## src/pbmp_pkg.sv

```systemverilog
// Shared constants and types for the peripheral bus and memory paging block
package pbmp_pkg;

  localparam int DW      = 16;
  localparam int AW      = 5;
  localparam int PAGE_W  = 4;
  localparam int MA_W    = 20;
  localparam int PROD_W  = 32;
  localparam int EXT_AW  = 3;

  // Peripheral bus locations
  localparam logic [AW-1:0] PB_CR       = 5'h00;
  localparam logic [AW-1:0] PB_DPR      = 5'h0D;
  localparam logic [AW-1:0] PB_CPR      = 5'h0F;
  localparam logic [AW-1:0] PB_IBC      = 5'h10;
  localparam logic [AW-1:0] PB_TIMER1   = 5'h14;
  localparam logic [AW-1:0] PB_TIMER2   = 5'h15;
  localparam logic [AW-1:0] PB_PROD_LO  = 5'h16;
  localparam logic [AW-1:0] PB_PROD_HI  = 5'h17;
  localparam logic [AW-1:0] PB_EXT_BASE = 5'h18;

  // Field positions
  localparam int IBC_STRETCH_BIT = 7;
  localparam int IBC_ROUND_BIT   = 6;
  localparam int IBC_DPSEL_BIT   = 5;
  localparam int CR_RDSTR_BIT    = 13;

  // Reset values
  localparam logic [DW-1:0]     REG_RESET  = 16'h0000;
  localparam logic [PAGE_W-1:0] PAGE_RESET = 4'h0;

  typedef enum logic [1:0] {
    VAR_MULT    = 2'h0,
    VAR_SCRATCH = 2'h1,
    VAR_MAC     = 2'h2
  } pbmp_variant_t;

  typedef enum logic [2:0] {
    PUSH_NONE  = 3'b001,
    PUSH_FULL  = 3'b010,
    PUSH_SHIFT = 3'b100
  } pbmp_push_t;

  typedef struct packed {
    logic          rd;
    logic          wr;
    logic [AW-1:0] addr;
    logic [DW-1:0] wdata;
  } pbmp_pb_req_t;

  typedef struct packed {
    logic rd;
    logic wr;
    logic fetch;
    logic user;
    logic interrupt_ack_cycle;
  } pbmp_mem_req_t;

endpackage

```

## src/pbmp_top.sv

```systemverilog
// Peripheral register bus, cycle stretching and paged memory interface
`timescale 1ns/1ps
module pbmp_top #(
  parameter pbmp_pkg::pbmp_variant_t VARIANT = pbmp_pkg::VAR_MAC
) (
  input  wire logic                          clock,
  input  wire logic                          rstn,
  // Peripheral bus from the core
  input  wire pbmp_pkg::pbmp_pb_req_t        pb_req,
  output logic                               pb_wait,
  output logic      [pbmp_pkg::DW-1:0]       pb_rdata,
  output pbmp_pkg::pbmp_push_t               pb_push,
  // Timer slots
  input  wire logic [pbmp_pkg::DW-1:0]       timer1_count,
  input  wire logic [pbmp_pkg::DW-1:0]       timer2_count,
  output logic      [pbmp_pkg::DW-1:0]       timer1_preload,
  output logic      [pbmp_pkg::DW-1:0]       timer2_preload,
  output logic                               timer1_load,
  output logic                               timer2_load,
  // Multiplier and scratch support
  input  wire logic [pbmp_pkg::PROD_W-1:0]   product,
  input  wire logic                          mac_load,
  input  wire logic [pbmp_pkg::DW-1:0]       mac_low,
  input  wire logic [pbmp_pkg::DW-1:0]       mac_mid,
  input  wire logic                          scratch_inc,
  input  wire logic                          scratch_dec,
  // Memory access from the core
  input  wire pbmp_pkg::pbmp_mem_req_t       mem_req,
  input  wire logic                          fetch_done,
  input  wire logic [pbmp_pkg::DW-1:0]       stack_top,
  input  wire logic [pbmp_pkg::DW-1:0]       stack_next,
  output logic                               mem_wait,
  output logic      [pbmp_pkg::DW-1:0]       mem_load_data,
  output logic                               mem_load_pop,
  output logic                               irq_holdoff,
  output logic                               data_page_select,
  // Memory pins
  output logic      [pbmp_pkg::MA_W-1:1]     memory_address_pins,
  output logic      [pbmp_pkg::DW-1:0]       memory_data_pins_o,
  output logic                               memory_data_pins_oe,
  input  wire logic [pbmp_pkg::DW-1:0]       memory_data_pins_i,
  // Off-chip peripheral pins
  output logic      [pbmp_pkg::EXT_AW-1:0]   peripheral_address_pins,
  output logic      [pbmp_pkg::DW-1:0]       peripheral_data_pins_o,
  output logic                               peripheral_data_pins_oe,
  input  wire logic [pbmp_pkg::DW-1:0]       peripheral_data_pins_i,
  output logic                               peripheral_rd,
  output logic                               peripheral_wr
);
  import pbmp_pkg::*;

  generate
    if (!(VARIANT inside {VAR_MULT, VAR_SCRATCH, VAR_MAC})) begin : g_bad_variant
      $error("pbmp_top: unsupported VARIANT");
    end
  endgenerate

  typedef enum logic [1:0] {
    ST_IDLE = 2'b01,
    ST_HOLD = 2'b10
  } pbmp_state_t;

  localparam logic IS_MAC = (VARIANT == VAR_MAC);

  // Configuration bits
  logic user_cycle_stretch_reg, user_cycle_stretch_next;
  logic peripheral_read_stretch_reg, peripheral_read_stretch_next;
  logic round_reg, round_next;
  logic data_page_select_reg, data_page_select_next;

  // Timer preloads
  logic [DW-1:0] t1_pre_reg, t1_pre_next, t2_pre_reg, t2_pre_next;
  logic          t1_load_reg, t1_load_next, t2_load_reg, t2_load_next;

  // Read answer
  logic [DW-1:0] rdata_reg, rdata_next;
  pbmp_push_t    push_reg, push_next;

  // Memory read answer
  logic [DW-1:0] mload_reg, mload_next;
  logic          mpop_reg, mpop_next;

  // Stretch machine
  pbmp_state_t state_reg, state_next;
  logic        need_stretch;
  logic        stall;

  // Decode
  logic          pb_any, pb_go, pb_ext, pb_rd_go, pb_wr_go;
  logic          mem_any, mem_go;
  logic          wr_lo, wr_hi, wr_dpr, wr_cpr;
  logic [DW-1:0] rd_val;
  logic [DW-1:0] lo_q, hi_q;
  logic [PAGE_W-1:0] cpr_q, dpr_q;
  logic [MA_W-1:0]   mem_addr;
  logic [DW-1:0]     ibc_view, cr_view;

  assign pb_any  = pb_req.rd | pb_req.wr;
  assign pb_ext  = (pb_req.addr >= PB_EXT_BASE);
  assign mem_any = mem_req.rd | mem_req.wr;

  // Which requests get one extra clock
  always_comb begin
    need_stretch = 1'b0;
    if (mem_any && mem_req.user && user_cycle_stretch_reg) begin
      need_stretch = 1'b1;
    end
    if (!IS_MAC && mem_req.interrupt_ack_cycle && user_cycle_stretch_reg) begin
      need_stretch = 1'b1;
    end
    if (IS_MAC && pb_req.rd && pb_ext && peripheral_read_stretch_reg) begin
      need_stretch = 1'b1;
    end
  end

  always_comb begin
    state_next = state_reg;
    stall      = 1'b0;
    unique case (state_reg)
      ST_IDLE: begin
        if (need_stretch) begin
          stall      = 1'b1;
          state_next = ST_HOLD;
        end
      end
      ST_HOLD: begin
        state_next = ST_IDLE;
      end
      default: begin
        state_next = ST_IDLE;
      end
    endcase
  end

  assign pb_wait  = stall & pb_any;
  assign mem_wait = stall & (mem_any | mem_req.interrupt_ack_cycle);
  // Each peripheral access completes in its own cycle unless stretched
  assign pb_go    = pb_any & ~stall;
  assign mem_go   = mem_any & ~stall;
  assign pb_rd_go = pb_go & pb_req.rd;
  assign pb_wr_go = pb_go & pb_req.wr;

  assign wr_lo  = pb_wr_go && (pb_req.addr == PB_PROD_LO) && (VARIANT != VAR_MULT);
  assign wr_hi  = pb_wr_go && (pb_req.addr == PB_PROD_HI) && (VARIANT != VAR_MULT);
  assign wr_dpr = pb_wr_go && (pb_req.addr == PB_DPR);
  assign wr_cpr = pb_wr_go && (pb_req.addr == PB_CPR);

  assign ibc_view = (DW'(user_cycle_stretch_reg) << IBC_STRETCH_BIT)
                  | (DW'(round_reg) << IBC_ROUND_BIT)
                  | (DW'(data_page_select_reg) << IBC_DPSEL_BIT);
  assign cr_view  = DW'(peripheral_read_stretch_reg) << CR_RDSTR_BIT;

  // Read data selection
  always_comb begin
    rd_val = REG_RESET;
    if (pb_ext) begin
      rd_val = peripheral_data_pins_i;
    end else begin
      unique case (pb_req.addr)
        PB_TIMER1:  rd_val = timer1_count;
        PB_TIMER2:  rd_val = timer2_count;
        PB_PROD_LO: rd_val = lo_q;
        PB_PROD_HI: rd_val = hi_q;
        PB_DPR:     rd_val = DW'(dpr_q);
        PB_CPR:     rd_val = DW'(cpr_q);
        PB_IBC:     rd_val = ibc_view;
        PB_CR:      rd_val = cr_view;
        default:    rd_val = REG_RESET;
      endcase
    end
  end

  // Peripheral answer and push kind
  always_comb begin
    rdata_next = rdata_reg;
    push_next  = PUSH_NONE;
    if (pb_rd_go) begin
      rdata_next = rd_val;
      push_next  = PUSH_FULL;
      if ((VARIANT == VAR_MULT)
          && (pb_req.addr == PB_PROD_LO || pb_req.addr == PB_PROD_HI)) begin
        push_next = PUSH_SHIFT;
      end
    end
  end

  // Timer preload slots
  always_comb begin
    t1_pre_next  = t1_pre_reg;
    t2_pre_next  = t2_pre_reg;
    t1_load_next = 1'b0;
    t2_load_next = 1'b0;
    if (pb_wr_go && pb_req.addr == PB_TIMER1) begin
      t1_pre_next  = pb_req.wdata;
      t1_load_next = 1'b1;
    end
    if (pb_wr_go && pb_req.addr == PB_TIMER2) begin
      t2_pre_next  = pb_req.wdata;
      t2_load_next = 1'b1;
    end
  end

  // Configuration writes
  always_comb begin
    user_cycle_stretch_next      = user_cycle_stretch_reg;
    round_next                   = round_reg;
    data_page_select_next        = data_page_select_reg;
    peripheral_read_stretch_next = peripheral_read_stretch_reg;
    if (pb_wr_go && pb_req.addr == PB_IBC) begin
      user_cycle_stretch_next = pb_req.wdata[IBC_STRETCH_BIT];
      round_next              = pb_req.wdata[IBC_ROUND_BIT];
      data_page_select_next   = pb_req.wdata[IBC_DPSEL_BIT];
    end
    if (IS_MAC && pb_wr_go && pb_req.addr == PB_CR) begin
      peripheral_read_stretch_next = pb_req.wdata[CR_RDSTR_BIT];
    end
  end

  // Memory read: word lands in the second register on the same clock that the stack pops
  always_comb begin
    mload_next = mload_reg;
    mpop_next  = 1'b0;
    if (mem_go && mem_req.rd && !mem_req.fetch) begin
      mload_next = memory_data_pins_i;
      mpop_next  = 1'b1;
    end
  end

  always_ff @(posedge clock or negedge rstn) begin
    if (!rstn) begin
      state_reg                   <= ST_IDLE;
      user_cycle_stretch_reg      <= 1'b0;
      peripheral_read_stretch_reg <= 1'b0;
      round_reg                   <= 1'b0;
      data_page_select_reg        <= 1'b0;
      t1_pre_reg                  <= REG_RESET;
      t2_pre_reg                  <= REG_RESET;
      t1_load_reg                 <= 1'b0;
      t2_load_reg                 <= 1'b0;
      rdata_reg                   <= REG_RESET;
      push_reg                    <= PUSH_NONE;
      mload_reg                   <= REG_RESET;
      mpop_reg                    <= 1'b0;
    end else begin
      state_reg                   <= state_next;
      user_cycle_stretch_reg      <= user_cycle_stretch_next;
      peripheral_read_stretch_reg <= peripheral_read_stretch_next;
      round_reg                   <= round_next;
      data_page_select_reg        <= data_page_select_next;
      t1_pre_reg                  <= t1_pre_next;
      t2_pre_reg                  <= t2_pre_next;
      t1_load_reg                 <= t1_load_next;
      t2_load_reg                 <= t2_load_next;
      rdata_reg                   <= rdata_next;
      push_reg                    <= push_next;
      mload_reg                   <= mload_next;
      mpop_reg                    <= mpop_next;
    end
  end

  pbmp_prod_regs #(
    .VARIANT (VARIANT)
  ) u_prod (
    .clock    (clock),
    .rstn     (rstn),
    .wr_lo    (wr_lo),
    .wr_hi    (wr_hi),
    .wdata    (pb_req.wdata),
    .inc      (scratch_inc),
    .dec      (scratch_dec),
    .round_en (round_reg),
    .product  (product),
    .mac_load (mac_load),
    .mac_low  (mac_low),
    .mac_mid  (mac_mid),
    .lo_q     (lo_q),
    .hi_q     (hi_q)
  );

  pbmp_pager u_pager (
    .clock       (clock),
    .rstn        (rstn),
    .wr_dpr      (wr_dpr),
    .wr_cpr      (wr_cpr),
    .wpage       (pb_req.wdata[PAGE_W-1:0]),
    .fetch_done  (fetch_done),
    .data_sel    (data_page_select_reg),
    .fetch       (mem_req.fetch),
    .top         (stack_top),
    .addr        (mem_addr),
    .cpr_q       (cpr_q),
    .dpr_q       (dpr_q),
    .irq_holdoff (irq_holdoff)
  );

  // Word address pins; byte bit 0 stays inside
  assign memory_address_pins = mem_addr[MA_W-1:1];
  assign memory_data_pins_o  = stack_next;
  assign memory_data_pins_oe = mem_req.wr;

  // External peripheral strobes only for the top eight locations; address and data out follow every access
  assign peripheral_address_pins = pb_req.addr[EXT_AW-1:0];
  assign peripheral_rd           = pb_req.rd & pb_ext;
  assign peripheral_wr           = pb_wr_go & pb_ext;
  assign peripheral_data_pins_o  = pb_req.wdata;
  assign peripheral_data_pins_oe = pb_wr_go & pb_ext;

  assign pb_rdata         = rdata_reg;
  assign pb_push          = push_reg;
  assign mem_load_data    = mload_reg;
  assign mem_load_pop     = mpop_reg;
  assign timer1_preload   = t1_pre_reg;
  assign timer2_preload   = t2_pre_reg;
  assign timer1_load      = t1_load_reg;
  assign timer2_load      = t2_load_reg;
  assign data_page_select = data_page_select_reg;

endmodule

```

## src/pbmp_prod_regs.sv

```systemverilog
// Variant dependent registers at product low and product high locations
`timescale 1ns/1ps
module pbmp_prod_regs #(
  parameter pbmp_pkg::pbmp_variant_t VARIANT = pbmp_pkg::VAR_MAC
) (
  input  wire logic                        clock,
  input  wire logic                        rstn,
  input  wire logic                        wr_lo,
  input  wire logic                        wr_hi,
  input  wire logic [pbmp_pkg::DW-1:0]     wdata,
  input  wire logic                        inc,
  input  wire logic                        dec,
  input  wire logic                        round_en,
  input  wire logic [pbmp_pkg::PROD_W-1:0] product,
  input  wire logic                        mac_load,
  input  wire logic [pbmp_pkg::DW-1:0]     mac_low,
  input  wire logic [pbmp_pkg::DW-1:0]     mac_mid,
  output logic      [pbmp_pkg::DW-1:0]     lo_q,
  output logic      [pbmp_pkg::DW-1:0]     hi_q
);
  import pbmp_pkg::*;

  logic [DW-1:0] lo_reg, lo_next, hi_reg, hi_next;
  logic [DW-1:0] prod_hi_rnd, mac_mid_rnd;

  // Rounding folds the top bit of the low half into the high half
  assign prod_hi_rnd = product[PROD_W-1:DW] + DW'(round_en & product[DW-1]);
  assign mac_mid_rnd = mac_mid + DW'(round_en & mac_low[DW-1]);

  always_comb begin
    lo_next = lo_reg;
    hi_next = hi_reg;
    unique case (VARIANT)
      VAR_MULT: begin
        lo_next = product[DW-1:0];
        hi_next = prod_hi_rnd;
      end
      VAR_SCRATCH: begin
        if (wr_lo) begin
          lo_next = wdata;
        end else if (inc) begin
          lo_next = lo_reg + DW'(1);
        end else if (dec) begin
          lo_next = lo_reg - DW'(1);
        end
        if (wr_hi) begin
          hi_next = wdata;
        end
      end
      VAR_MAC: begin
        if (wr_lo) begin
          lo_next = wdata;
        end else if (mac_load) begin
          lo_next = mac_low;
        end
        if (wr_hi) begin
          hi_next = wdata;
        end else if (mac_load) begin
          hi_next = mac_mid_rnd;
        end
      end
      default: begin
        lo_next = lo_reg;
        hi_next = hi_reg;
      end
    endcase
  end

  always_ff @(posedge clock or negedge rstn) begin
    if (!rstn) begin
      lo_reg <= REG_RESET;
      hi_reg <= REG_RESET;
    end else begin
      lo_reg <= lo_next;
      hi_reg <= hi_next;
    end
  end

  assign lo_q = lo_reg;
  assign hi_q = hi_reg;

endmodule

```

## src/pbmp_pager.sv

```systemverilog
// Code and data page registers with the delayed code page switch
`timescale 1ns/1ps
module pbmp_pager (
  input  wire logic                        clock,
  input  wire logic                        rstn,
  input  wire logic                        wr_dpr,
  input  wire logic                        wr_cpr,
  input  wire logic [pbmp_pkg::PAGE_W-1:0] wpage,
  input  wire logic                        fetch_done,
  input  wire logic                        data_sel,
  input  wire logic                        fetch,
  input  wire logic [pbmp_pkg::DW-1:0]     top,
  output logic      [pbmp_pkg::MA_W-1:0]   addr,
  output logic      [pbmp_pkg::PAGE_W-1:0] cpr_q,
  output logic      [pbmp_pkg::PAGE_W-1:0] dpr_q,
  output logic                             irq_holdoff
);
  import pbmp_pkg::*;

  logic [PAGE_W-1:0] cpr_reg, cpr_next, dpr_reg, dpr_next;
  logic [PAGE_W-1:0] pend_reg, pend_next;
  logic              pend_valid_reg, pend_valid_next;
  logic              hold_reg, hold_next;
  logic [PAGE_W-1:0] page;

  always_comb begin
    dpr_next        = wr_dpr ? wpage : dpr_reg;
    cpr_next        = cpr_reg;
    pend_next       = pend_reg;
    pend_valid_next = pend_valid_reg;
    hold_next       = wr_cpr;
    if (wr_cpr) begin
      pend_next       = wpage;
      pend_valid_next = 1'b1;
    end
    // Commit only after one more fetch from the old page
    if (fetch_done && (pend_valid_reg || wr_cpr)) begin
      cpr_next        = wr_cpr ? wpage : pend_reg;
      pend_valid_next = 1'b0;
    end
  end

  always_ff @(posedge clock or negedge rstn) begin
    if (!rstn) begin
      cpr_reg        <= PAGE_RESET;
      dpr_reg        <= PAGE_RESET;
      pend_reg       <= PAGE_RESET;
      pend_valid_reg <= 1'b0;
      hold_reg       <= 1'b0;
    end else begin
      cpr_reg        <= cpr_next;
      dpr_reg        <= dpr_next;
      pend_reg       <= pend_next;
      pend_valid_reg <= pend_valid_next;
      hold_reg       <= hold_next;
    end
  end

  assign page        = (!fetch && data_sel) ? dpr_reg : cpr_reg;
  assign addr        = {page, top};
  assign cpr_q       = cpr_reg;
  assign dpr_q       = dpr_reg;
  assign irq_holdoff = hold_reg;

endmodule

```

## config.mk

```make
export PLATFORM = sky130hd
export DESIGN_NAME = pbmp_top
export DESIGN_NICKNAME = d
export VERILOG_FILES = /design/src/pbmp_pkg.sv /design/src/pbmp_top.sv /design/src/pbmp_prod_regs.sv /design/src/pbmp_pager.sv
export SDC_FILE = /design/constraint.sdc
export NUM_CORES = 1
export LEC_CHECK = 0
export BUFFER_PORTS_ARGS = -buffer_cell sky130_fd_sc_hd__buf_2
export CELL_PAD_IN_SITES_DETAIL_PLACEMENT = 0
export CELL_PAD_IN_SITES_GLOBAL_PLACEMENT = 1
export CORE_MARGIN = 3
export CORE_UTILIZATION = 37
export CTS_CLUSTER_DIAMETER = 60
export DETAILED_ROUTE_END_ITERATION = 6
export GPL_TIMING_DRIVEN = 0
export PLACE_DENSITY_LB_ADDON = 0.1
export SYNTH_ARGS = -nofsm -noshare
export SYNTH_HDL_FRONTEND = slang
export SYNTH_SLANG_ARGS = --single-unit
```

## constraint.sdc

```tcl
create_clock -name clock -period 3.6 [get_ports clock]
set_input_delay 0.18 -clock clock [delete_from_list [all_inputs] [get_ports clock]]
set_output_delay 0.18 -clock clock [all_outputs]
set_load 0.005 [all_outputs]
```

==> Word level (Yosys, flattened, before mapping) <==
Index checks and enable logic that the tools add are counted.
{ "op_classes": {"n_addsub": 1, "n_mul": 0, "div_mod_pow": 0, "order_cmp": 1, "eq_ne": 9, "n_shift": 0, "n_mux": 20, "bitwise_logic": 15, "reduce_logical": 22} }
{ "ops": {"columns": ["op", "count"], "rows": [
  ["16-bit one-hot mux with 8 select lines", 1],
  ["16-bit two-way mux", 5],
  ["5-bit equality test, second input constant", 5],
  ["16-bit adder", 1],
  ["1-bit logical AND", 16],
  ["5-bit by 4-bit equality test with 1-bit output, second input constant", 2],
  ["1-bit bitwise AND", 9],
  ["1-bit two-way mux", 9],
  ["4-bit two-way mux", 2],
  ["8-bit by 6-bit bitwise OR with 8-bit output", 1],
  ["8-bit by 7-bit bitwise OR with 8-bit output", 1],
  ["2-bit two-way mux", 3],
  ["2-bit nonzero test", 3],
  ["5-bit >= comparator, second input constant", 1],
  ["5-bit logical NOT", 1],
  ["1-bit bitwise OR", 3],
  ["2-bit by 1-bit equality test with 1-bit output, second input constant", 1],
  ["2-bit inequality test, second input constant", 1],
  ["1-bit logical NOT", 1],
  ["1-bit logical OR", 1],
  ["1-bit inverter", 1]
]} }
{ "totals": {"reg_bits": 122, "latch_bits": 0, "ram_bits": 0, "rom_bits": 0, "inputBits": 194, "mem_count": 0} }

==> Longest topological paths before layout <==
Gate-level depths: netlist (run 1).
{ "logic_depth": {"word_depth": 14, "depth_mapped": 8} }

==> Modules after synthesis <==
Synthesis (run 1) repeated with hierarchy kept, for this count alone.
{ "unflattened": {"hier_cells": 574, "hier_area_um2": 6367.4} }
{ "modules_own_cells": {"columns": ["mod", "n_inst", "cells_per_inst", "area_each_um2", "seq_area_each_um2"], "rows": [
  ["pbmp_top", 1, 324, 3842.4, 1879.3],
  ["pbmp_prod_regs", 1, 185, 1776.7, 800.8],
  ["pbmp_pager", 1, 65, 748.2, 350.3]
]} }

==> Least setup slack after synthesis (run 1) <==
Ideal clock, no wire load.
{ "synth_timing": {"path_type": "register -> output", "start": "register state_reg[0]", "end": "output port peripheral_wr", "t_arrival_ps": 1564, "t_required_ps": 3420, "setup_slack_ps": 1856, "stages_incl_launch_ff": 7, "path_cell_list": "dfstp_2 -> inv_1 -> a211o_2 -> buf_4 -> clkbuf_1 -> and3_1 -> buf_4"} }
{ "synth_between": {"elab_chain_len": 6} }
{ "synth_rtl": {"columns": ["element", "line_no", "rtl"], "rows": [
  ["start, declared", "pbmp_top.sv:84", "pbmp_state_t state_reg, state_next;"],
  ["start signal, assigned", "pbmp_top.sv:245", "state_reg <= state_next;"],
  ["2-bit by 1-bit equality test with 1-bit output", "pbmp_top.sv:119", "unique case (state_reg)"],
  ["1-bit two-way mux", "pbmp_top.sv:119", null],
  ["1-bit inverter", "pbmp_top.sv:138", "assign pb_go = pb_any & ~stall;"],
  ["1-bit bitwise AND", "pbmp_top.sv:138", null],
  ["1-bit bitwise AND", "pbmp_top.sv:141", "assign pb_wr_go = pb_go & pb_req.wr;"],
  ["1-bit bitwise AND", null, null],
  ["end, declared", "pbmp_top.sv:48", "output logic peripheral_wr"]
]} }
No other way between the ends.

==> Worst setup path after layout (run 1) <==
{ "layout_timing": {"start": "register peripheral_read_stretch_reg", "end": "output port peripheral_wr"} }
{ "layout_between": {"elab_chain_len": 8} }
{ "layout_rtl": {"columns": ["element", "line_no", "rtl"], "rows": [
  ["start, declared", "pbmp_top.sv:67", "logic peripheral_read_stretch_reg, peripheral_read_stretch_next;"],
  ["start signal, assigned", "pbmp_top.sv:247", "peripheral_read_stretch_reg <= peripheral_read_stretch_next;"],
  ["1-bit logical AND", "pbmp_top.sv:111", "if (IS_MAC && pb_req.rd && pb_ext && peripheral_read_stretch_reg) begin"],
  ["1-bit two-way mux", "pbmp_top.sv:111", null],
  ["1-bit two-way mux", "pbmp_top.sv:121", "if (need_stretch) begin"],
  ["1-bit two-way mux", "pbmp_top.sv:119", null],
  ["1-bit inverter", "pbmp_top.sv:138", null],
  ["1-bit bitwise AND", "pbmp_top.sv:138", null],
  ["1-bit bitwise AND", "pbmp_top.sv:141", null],
  ["1-bit bitwise AND", "pbmp_top.sv:304", "assign peripheral_wr = pb_wr_go & pb_ext;"]
]} }
No other way between the ends.

==> results of run 1 <==
-- per-layer routing --
layer	wire, um	vias up	part of all wire [%]	global-route usage [%]
li1	-	2604	-	-
met1	8970	2672	42	28.6
met2	10500	252	49	36.9
met3	1700	19	7.9	4.93
met4	260	2	1.2	5.76
met5	13	-	0.061	0
-- synthesized netlist by cell type, types with 7 or more instances --
library cell	count
o21ai_0	16
mux2i_1	10
nor2_1	21
dfrtp_1	119
mux2_4	9
clkbuf_1	17
a222oi_1	9
nor2b_1	7
buf_4	60
a22oi_1	18
and3_1	10
mux2_2	91
nand3_1	22
nand2_1	18
a31oi_1	15
a21oi_1	23
-- path summary, 6_finish.rpt --
check                                            startpoint                 to  slack, ns  cells after the start
max in group asynchronous                              rstn     u_prod.hi_q[8]       2.54                      3
worst min register to register            mem_load_data[11]  mem_load_data[11]       0.50                      1
worst max-delay path            peripheral_read_stretch_reg      peripheral_wr       1.07                      7
worst min-delay path                 memory_data_pins_i[14]  mem_load_data[14]       0.02                      2
worst max register to register                    round_reg    u_prod.hi_q[12]       1.52                      7
min in group asynchronous                              rstn   mem_load_data[0]       0.34                      2
-- final cells by class --
cell class	instances	area share, %
plain buffers	87	6.69
clock inverters	9	1.12
clock buffers	23	5.38
inverters	8	0.345
multi-input cells	344	31.9
repair buffers	269	16.5
well taps	220	3.17
flip-flops and latches	121	34.8
-- per-stage QoR --
| stage | setup slack [ns] | hold WS (ns) | power [uW] |
|---|---|---|---|
| 6_report | 1.07 | 0.0166 | 4150 |
| 2_1_floorplan | 1.86 | -0.116 | 2100 |
| 4_1_cts | 1.02 | 0.00267 | 4200 |
| 3_5_place_dp | 1.41 | 0.213 | 2540 |
| 5_1_grt | 1.01 | 0.00304 | 4340 |
| 3_3_place_gp | 0.799 | 0.416 | 2500 |
-- power by group --
group | leakage (uW) | switching, uW | internal [uW] | total (uW)
clock network | 0.000280 | 585 | 1050 | 1630
logic | 0.00248 | 377 | 449 | 826
registers | 0.00148 | 118 | 1570 | 1690
-- logic make-up after synthesis --
group                      Yosys count
AOI/OAI and AO/OA                  106
xor gates and xnor gates             8
muxes                              111
adders and majority gates            2
buffers and inverters               95
other                                1
DFF                                121
and+or+nand+nor                    116
-- worst reg2reg max path, delay by kind of cell, from the launching register on --
| kind | cells | cell delay (ns) |
|---|---|---|
| flip-flops | 1 | 0.38 |
| AO/OA/AOI/OAI | 1 | 0.13 |
| XOR/XNOR | 1 | 0.21 |
| buffers and inverters | 1 | 0.13 |
| AND/OR/NAND/NOR | 2 | 0.48 |
| adder cells (fa/ha/maj) | 2 | 0.60 |
-- repair_timing --
item / 4_1_cts / 5_1_grt
hold buffers: 12 / 0
gates resized for setup: 0 / 0
setup buffers: 0 / 0
endpoints found under the hold margin: 73 / 0
==> flow_metrics.env, run 1 <==
export IMPL_outcome="complete, no violations"
export IMPL_crit_path_top_delay_cell="a211o_2"
export IMPL_drive_above_1_share_pct=54.1
export IMPL_fp_dieW_um=138
export IMPL_wl_per_cell_um=19.8
export IMPL_setup_viol=0
export IMPL_rsz0062_at_grt="no"
export IMPL_synthXorXnorAreaFrac_pct=1.09
export IMPL_final_setup_skew_ns=0.00488
export IMPL_dpl_cell_area_um2=8010
export IMPL_yosys_warnings=0
export IMPL_period_share_pct=70.2
export IMPL_stdcell_area_um2=8700
export IMPL_critPathCaptureType="primary output"
export IMPL_core_area_um2=16800
export IMPL_final_cell_mix="buf_2 (261), dfrtp_1 (119), mux2_2 (91), buf_4 (60), a21oi_1 (23)"
export IMPL_dp_hpwl_um=16500
export IMPL_start_util_pct=38.3
export IMPL_power_density_nw_per_um2=477
export IMPL_synthAdderAreaFrac_pct=0.390
export IMPL_ir_worst_vdd_v=0.000332
export IMPL_path_buf_inv=4
export IMPL_worstPathArrival_ns=2.35
export IMPL_cts_sinks=121
export IMPL_cts_tree="built"
export IMPL_worstPathMaxFanout=10
export IMPL_timing_critical_path_mode_cell="buf_4"
export IMPL_fillers=1543
export IMPL_hp_class="input pin to flop"
export IMPL_synthArstFlopShare_pct=100
export IMPL_placed_cells=1037
export IMPL_num_io_pins=326
export IMPL_syn_area_um2=6420
export IMPL_route_detailed_drc=0
export IMPL_portBuffers=256
export IMPL_syn_area_per_cell_um2=11.5
export IMPL_synth_ff_type="dfrtp_1"
export IMPL_grt_ovfl_total=0
export IMPL_seq_area_frac_synth_pct=47.2
export IMPL_min_period_ns=2.53
export IMPL_via_per_inst=5.13
export IMPL_multi_input_comb_area_um2=2780
export IMPL_synth_compound_area_share_pct=11.3
export IMPL_gp_congestion=0.829
export IMPL_hold_violations=0
export IMPL_die_area_um2=19000
export IMPL_first_global_vias=5559
export IMPL_syn_inst=560
export IMPL_h_tree_depth=4
export IMPL_critical_path_class="flop to primary output"
export IMPL_leakage_uw=0.00424
export IMPL_synthSimpleGateAreaFrac_pct=10.6
export IMPL_worstMarginPinSlew_ns=0.858
export IMPL_first_pass_iters=5
export IMPL_layout_nets=1044
export IMPL_clkTransAtPathRegs_ns=0.05
export IMPL_yosys_area_top_type="dfrtp_1"
export IMPL_synth_seq_cells=121
export IMPL_clock_root_buffer="clkbuf_16"
export IMPL_postRouteAntennaNets=0
export IMPL_slew_violations=0
export IMPL_grt_total_usage_pct=21.9
export IMPL_synth_top_area_share_pct=46.4
export IMPL_insertion_delay_ns=0.41
export IMPL_clock_path_buffers=2
export IMPL_path_cells="nand4_1 -> a211o_2 -> buf_4 -> clkbuf_1 -> and3_1 -> buf_4 -> buf_2"
export IMPL_relSlewSlack_pct=42.8
export IMPL_synthMuxAreaShare_pct=19.8
export IMPL_syn_to_final_growth_pct=35.5
export IMPL_ff_latch_area_um2=3030
export IMPL_routed_wl_um=21400
export IMPL_finalSetupTns_ns=0
export IMPL_synth_cell_type_count=51
export IMPL_final_core_util_pct=51.9
export IMPL_n_antenna_cell=0
export IMPL_drt_iter0_markers=353
export IMPL_antenna_found_initial=1
export IMPL_rows=47
export IMPL_dieHeight_um=138
export IMPL_synth_enable_flop_cells=0
export IMPL_layout_commonest_cell="buf_2"
export IMPL_grt_pass1_wl_um=31100
export IMPL_worst_path_dominant_cell_family="buffers and inverters"
export IMPL_vias=5549
export IMPL_cp_required_ns=3.42
export IMPL_cts_made_buffers=17
export IMPL_max_freq_mhz=396
export IMPL_slowest_delay_ns=0.42
export IMPL_syn_num_nets=756
export IMPL_maxCapViolCount=0
export IMPL_synth_top_family_by_area="multiplexers"
export IMPL_start_kind="flop"
export IMPL_finish_cell_count_without_fillers=1081
export IMPL_synth_area_top_cells="dfrtp_1 (46%), mux2_2 (16%), buf_4 (7.0%)"
export IMPL_grt_max_degree=66
Note: power is estimated with default switching activity, not from simulation.
==> run 2: changes to the inputs <==
--- a/config.mk
+++ b/config.mk
@@ -9,7 +9,7 @@
 export CELL_PAD_IN_SITES_DETAIL_PLACEMENT = 0
 export CELL_PAD_IN_SITES_GLOBAL_PLACEMENT = 1
 export CORE_MARGIN = 3
-export CORE_UTILIZATION = 37
+export CORE_UTILIZATION = 31
 export CTS_CLUSTER_DIAMETER = 60
 export DETAILED_ROUTE_END_ITERATION = 6
 export GPL_TIMING_DRIVEN = 0
==> constraint.sdc (replaced) <==
create_clock -name clock -period 2.2 [get_ports clock]
set_input_delay 0.11 -clock clock [delete_from_list [all_inputs] [get_ports clock]]
set_output_delay 0.11 -clock clock [all_outputs]
set_load 0.005 [all_outputs]
==> flow_metrics.env, run 2 (same netlist as run 1, synthesis figures left out) <==
export IMPL_outcome="complete, no violations"
export IMPL_postRouteAntennaNets=0
export IMPL_start_util_pct=31.6
export IMPL_cts_sinks=121
export IMPL_grt_max_degree=87
export IMPL_seqPwrFrac_pct=39.6
export IMPL_placed_cells=1087
export IMPL_slew_violations=0
export IMPL_portBuffers=256
export IMPL_pre_cts_slack_ns=0.00258
export IMPL_first_global_vias=5639
export IMPL_finish_cell_count_without_fillers=1151
export IMPL_dieHeight_um=150
export IMPL_maxCapViolCount=0
export IMPL_critPathCaptureType="primary output"
export IMPL_routed_wl_um=22700
export IMPL_start_kind="flop"
export IMPL_clock_path_buffers=2
export IMPL_final_core_util_pct=44.3
export IMPL_clkPwrFrac_pct=40.4
export IMPL_p_sw_uw=1920
export IMPL_worstPathArrival_ns=2.02
export IMPL_worstPathMaxFanout=10
export IMPL_clock_root_buffer="clkbuf_16"
export IMPL_worstMarginPinSlew_ns=0.716
export IMPL_h_tree_depth=4
export IMPL_drive_above_1_share_pct=54.7
export IMPL_insertion_delay_ns=0.41
export IMPL_cp_required_ns=2.09
export IMPL_stdcell_area_um2=9000
export IMPL_syn_to_final_growth_pct=40.2
export IMPL_min_period_ns=2.13
export IMPL_rsz0062_at_grt="no"
export IMPL_clkTransAtPathRegs_ns=0.06
export IMPL_wl_per_cell_um=19.7
export IMPL_die_area_um2=22500
export IMPL_fin_hold_ws_ns=0.0273
export IMPL_power_frac_comb_pct=20.0
export IMPL_num_io_pins=326
export IMPL_antenna_found_initial=5
export IMPL_path_cells="o211ai_1 -> a211o_2 -> buf_8 -> clkbuf_16 -> and3_4 -> buf_4 -> buf_2"
export IMPL_dpl_cell_area_um2=8070
export IMPL_via_per_inst=4.87
export IMPL_slowest_delay_ns=0.40
export IMPL_cts_tree="built"
export IMPL_final_setup_skew_ns=0.00888
export IMPL_leakage_uw=0.00435
export IMPL_power_density_nw_per_um2=778
export IMPL_max_freq_mhz=469
export IMPL_route_detailed_drc=0
export IMPL_layout_nets=1062
export IMPL_hp_class="input pin to flop"
export IMPL_core_area_um2=20300
export IMPL_grt_total_usage_pct=19.8
export IMPL_fp_dieW_um=150
export IMPL_first_pass_iters=5
export IMPL_crit_path_top_delay_cell="dfrtp_1"
export IMPL_final_cell_mix="buf_2 (261), dfrtp_1 (119), mux2_2 (91), buf_4 (65), dlygate4sd3_1 (24)"
export IMPL_hold_violations=0
export IMPL_grt_pass1_wl_um=33100
export IMPL_vias=5607
export IMPL_setup_viol=0
export IMPL_worst_path_dominant_cell_family="buffers and inverters"
export IMPL_relSlewSlack_pct=52.0
export IMPL_layout_commonest_cell="buf_2"
export IMPL_cts_made_buffers=17
export IMPL_critical_path_class="flop to primary output"
export IMPL_dp_hpwl_um=17100
export IMPL_ir_worst_vdd_v=0.000578
export IMPL_grt_ovfl_total=0
export IMPL_final_setup_worst_slack_ns=0.0674
export IMPL_sw_frac_of_total_pct=27.4
export IMPL_rows=52
export IMPL_path_buf_inv=4
export IMPL_drt_iter0_markers=316
export IMPL_period_share_pct=96.9
export IMPL_intPower_uw=5090
export IMPL_gp_congestion=0.767
==> run 2: layout make-up <==
class | instances | area (um^2)
Tap cell | 270 | 338
Multi-Input combinational cell | 344 | 2790
Clock buffer | 19 | 453
Clock inverter | 13 | 143
Antenna cell | 2 | 5.00
Buffer | 87 | 612
Timing Repair Buffer | 287 | 1600
Sequential cell | 121 | 3030
Fill cell | 1991 | 11300
Inverter | 8 | 30.0
==> run 2: metrics by stage <==
| stage | power [uW] | setup TNS (ns) |
|---|---|---|
| after floorplan | 3440 | 0 |
| after global placement | 4120 | -67.10 |
| after detailed placement | 4170 | 0 |
| after CTS | 7110 | -0.00958 |
| after global routing | 7370 | 0 |
| final | 7010 | 0 |
==> run 2: what timing repair did <==
item | in CTS | in global routing
resized for setup | 8 | 2
setup buffers | 6 | 0
endpoints found under the setup margin | 11 | 4
pin swaps | 3 | 2
hold buffers | 24 | 0
hold endpoints to repair | 73 | 0
==> run 2: tightest hold or removal path: cells and delay by family <==
kind | cells | cell delay, ns
buffers and inverters | 1 | 0.15
and+or+nand+nor | 1 | 0.07
AOI/OAI and AO/OA | 1 | 0.06
==> run 2: path summary, 6_finish.rpt <==
kind / startpoint / end / slack (ns) / cells past startpoint
max in group asynchronous: rstn / state_reg[0] / 1.29 / 3
hold reg to reg: timer2_preload[8] / timer2_preload[8] / 0.50 / 1
setup reg to reg: user_cycle_stretch_reg / timer2_preload[13] / 0.12 / 6
min in group asynchronous: rstn / timer1_load / 0.15 / 2
setup / recovery: user_cycle_stretch_reg / peripheral_wr / 0.07 / 7
hold / removal: pb_req[5] / u_prod.hi_q[5] / 0.03 / 3
==> run 2: metal layers <==
layer / share of wire, % / track usage (%) / up-vias
met5: 0.14 / 0 / -
li1: - / - / 2626
met4: 0.99 / 5.17 / 6
met3: 7.7 / 6.12 / 19
met1: 43 / 25.7 / 2730
met2: 48 / 31.9 / 226
==> run 2: power by group through the flow <==
stage,Clock [uW],Sequential [uW],Combinational [uW]
6_report,2830,2770,1400
2_1_floorplan,0,2780,661
4_1_cts,2900,2770,1430
3_5_place_dp,0,2810,1350
3_3_place_gp,0,2800,1320
5_1_grt,3010,2820,1550
==> run 3: changes to the inputs <==
--- a/config.mk
+++ b/config.mk
@@ -6,14 +6,17 @@
 export NUM_CORES = 1
 export LEC_CHECK = 0
 export BUFFER_PORTS_ARGS = -buffer_cell sky130_fd_sc_hd__buf_2
+export CAP_MARGIN = 5
 export CELL_PAD_IN_SITES_DETAIL_PLACEMENT = 0
 export CELL_PAD_IN_SITES_GLOBAL_PLACEMENT = 1
 export CORE_MARGIN = 3
 export CORE_UTILIZATION = 31
 export CTS_CLUSTER_DIAMETER = 60
+export CTS_CLUSTER_SIZE = 30
 export DETAILED_ROUTE_END_ITERATION = 6
 export GPL_TIMING_DRIVEN = 0
 export PLACE_DENSITY_LB_ADDON = 0.1
+export RECOVER_POWER = 50
 export SYNTH_ARGS = -nofsm -noshare
 export SYNTH_HDL_FRONTEND = slang
 export SYNTH_SLANG_ARGS = --single-unit
==> flow_metrics.env, run 3 (same netlist as run 1, synthesis figures left out) <==
export IMPL_outcome="complete, no violations"
export IMPL_routed_wl_um=22700
export IMPL_gp_congestion=0.767
export IMPL_clock_root_buffer="clkbuf_16"
export IMPL_final_cell_mix="buf_2 (234), dfrtp_1 (119), mux2_2 (91), buf_4 (41), clkbuf_1 (41)"
export IMPL_via_per_inst=4.86
export IMPL_cts_made_buffers=17
export IMPL_drive_above_1_share_pct=51.6
export IMPL_h_tree_depth=4
export IMPL_grt_pass1_wl_um=33100
export IMPL_r2r_cells=6
export IMPL_rsz0062_at_grt="no"
export IMPL_first_global_vias=5639
export IMPL_wl_per_cell_um=19.7
export IMPL_min_period_ns=2.13
export IMPL_grt_ovfl_total=0
export IMPL_period_share_pct=96.7
export IMPL_hp_class="input pin to flop"
export IMPL_cts_tree="built"
export IMPL_grt_total_usage_pct=19.8
export IMPL_fp_dieW_um=150
export IMPL_dieHeight_um=150
export IMPL_postRouteAntennaNets=0
export IMPL_max_freq_mhz=470
export IMPL_grt_max_degree=87
export IMPL_stdcell_area_um2=8950
export IMPL_first_pass_iters=5
export IMPL_start_kind="flop"
export IMPL_ff_latch_area_um2=3030
export IMPL_cts_sinks=121
export IMPL_core_area_um2=20300
export IMPL_setup_viol=0
export IMPL_r2r_end="timer2_preload[13]"
export IMPL_worstSetupEndpoint="peripheral_wr"
export IMPL_final_setup_skew_ns=0.00813
export IMPL_critPathCaptureType="primary output"
export IMPL_ff2ff_setup_slack_ns=0.12
export IMPL_ir_worst_vdd_v=0.000580
export IMPL_cp_required_ns=2.09
export IMPL_slew_violations=0
export IMPL_power_density_nw_per_um2=782
export IMPL_route_detailed_drc=0
export IMPL_portBuffers=256
export IMPL_syn_to_final_growth_pct=39.3
export IMPL_fillers=2006
export IMPL_layout_nets=1062
export IMPL_num_io_pins=326
export IMPL_die_area_um2=22500
export IMPL_startpoint="user_cycle_stretch_reg"
export IMPL_worstPathArrival_ns=2.02
export IMPL_placed_cells=1087
export IMPL_relSlewSlack_pct=41.4
export IMPL_drt_iter0_markers=325
export IMPL_rows=52
export IMPL_pre_cts_slack_ns=0.00258
export IMPL_clkTransAtPathRegs_ns=0.06
export IMPL_leakage_uw=0.00426
export IMPL_worstMarginPinSlew_ns=0.879
export IMPL_finish_cell_count_without_fillers=1151
export IMPL_worstPathMaxFanout=10
export IMPL_maxCapViolCount=0
export IMPL_antenna_found_initial=5
export IMPL_clock_path_buffers=2
export IMPL_insertion_delay_ns=0.42
export IMPL_layout_commonest_cell="buf_2"
export IMPL_start_util_pct=31.6
export IMPL_vias=5590
export IMPL_r2r_start="user_cycle_stretch_reg"
export IMPL_hold_violations=0
export IMPL_dp_hpwl_um=17100
export IMPL_dpl_cell_area_um2=8070
export IMPL_multi_input_comb_area_um2=2790
export IMPL_final_setup_worst_slack_ns=0.0737
export IMPL_critical_path_class="flop to primary output"
==> run 3: cell count changes in the layout (fill, tap and decap cells not counted) <==
| cell | change |
|---|---|
| buf_2 | -27 |
| buf_1 | +1 |
| clkbuf_1 | +26 |
| clkbuf_2 | +1 |
| buf_16 | -1 |
| clkbuf_4 | +24 |
| buf_4 | -24 |
==> run 3: worst min-delay path by stage <==
stage	start	to	slack (ns)	cells past startpoint
finish	timer1_count[13]	pb_rdata[13]	0.03	3
global route	peripheral_data_pins_i[14]	pb_rdata[14]	0.03	3
CTS	pb_req[15]	timer2_preload[15]	0.007	2
detailed placement	rstn	timer1_load	0.03	1
global placement	memory_data_pins_i[10]	mem_load_data[10]	0.35	2
floorplan	rstn	data_page_select	-0.19	0
==> run 3: worst max-delay path, stage by stage, from the launching register on <==
cell,delay (ns)
dfrtp_1,0.39
o211ai_1,0.15
a211o_2,0.34
buf_8,0.14
clkbuf_16,0.16
and3_4,0.19
buf_4,0.12
buf_2,0.11
==> run 3: routing by layer <==
| metal | part of all wire (%) | wire [um] | global-route usage (%) |
|---|---|---|---|
| met5 | 0.14 | 31 | 0 |
| met1 | 44 | 9950 | 25.7 |
| met2 | 47 | 10800 | 31.9 |
| met3 | 7.7 | 1740 | 6.12 |
| met4 | 0.99 | 225 | 5.17 |
==> run 3: metrics by stage <==
step | setup TNS [ns] | hold slack, ns | utilization (%) | total power, uW
2_1_floorplan | 0 | -0.186 | - | 3440
3_3_place_gp | -67.10 | 0.346 | 39.6 | 4120
3_5_place_dp | 0 | 0.0260 | 39.8 | 4170
4_1_cts | -0.00958 | 0.00729 | 44.3 | 7110
5_1_grt | 0 | 0.0339 | 44.1 | 7360
6_report | 0 | 0.0298 | 44.1 | 7000
==> run 3: timing repair <==
item / 4_1_cts / 5_1_grt
setup buffers: 6 / 0
pin swaps: 3 / 2
resized for setup: 8 / 2
endpoints found under the setup margin: 11 / 4
hold buffers: 24 / 0
hold endpoints to repair: 73 / 0
==> run 3: area by class of cell <==
cell class	count	share of cell area, %
antenna	2	0.0559
buffer	87	6.84
clock buffer	19	5.06
clock inverter	13	1.59
inverter	8	0.336
multi-input combinational	344	31.2
sequential	121	33.9
tap	270	3.78
timing repair buffer	287	17.3
==> run 3: where the power goes <==
part / total [uW] / internal [uW] / leakage (uW) / switching, uW
sequential: 2770 / 2570 / 0.00148 / 201
clock: 2830 / 1740 / 0.000290 / 1100
combinational: 1390 / 762 / 0.00248 / 626
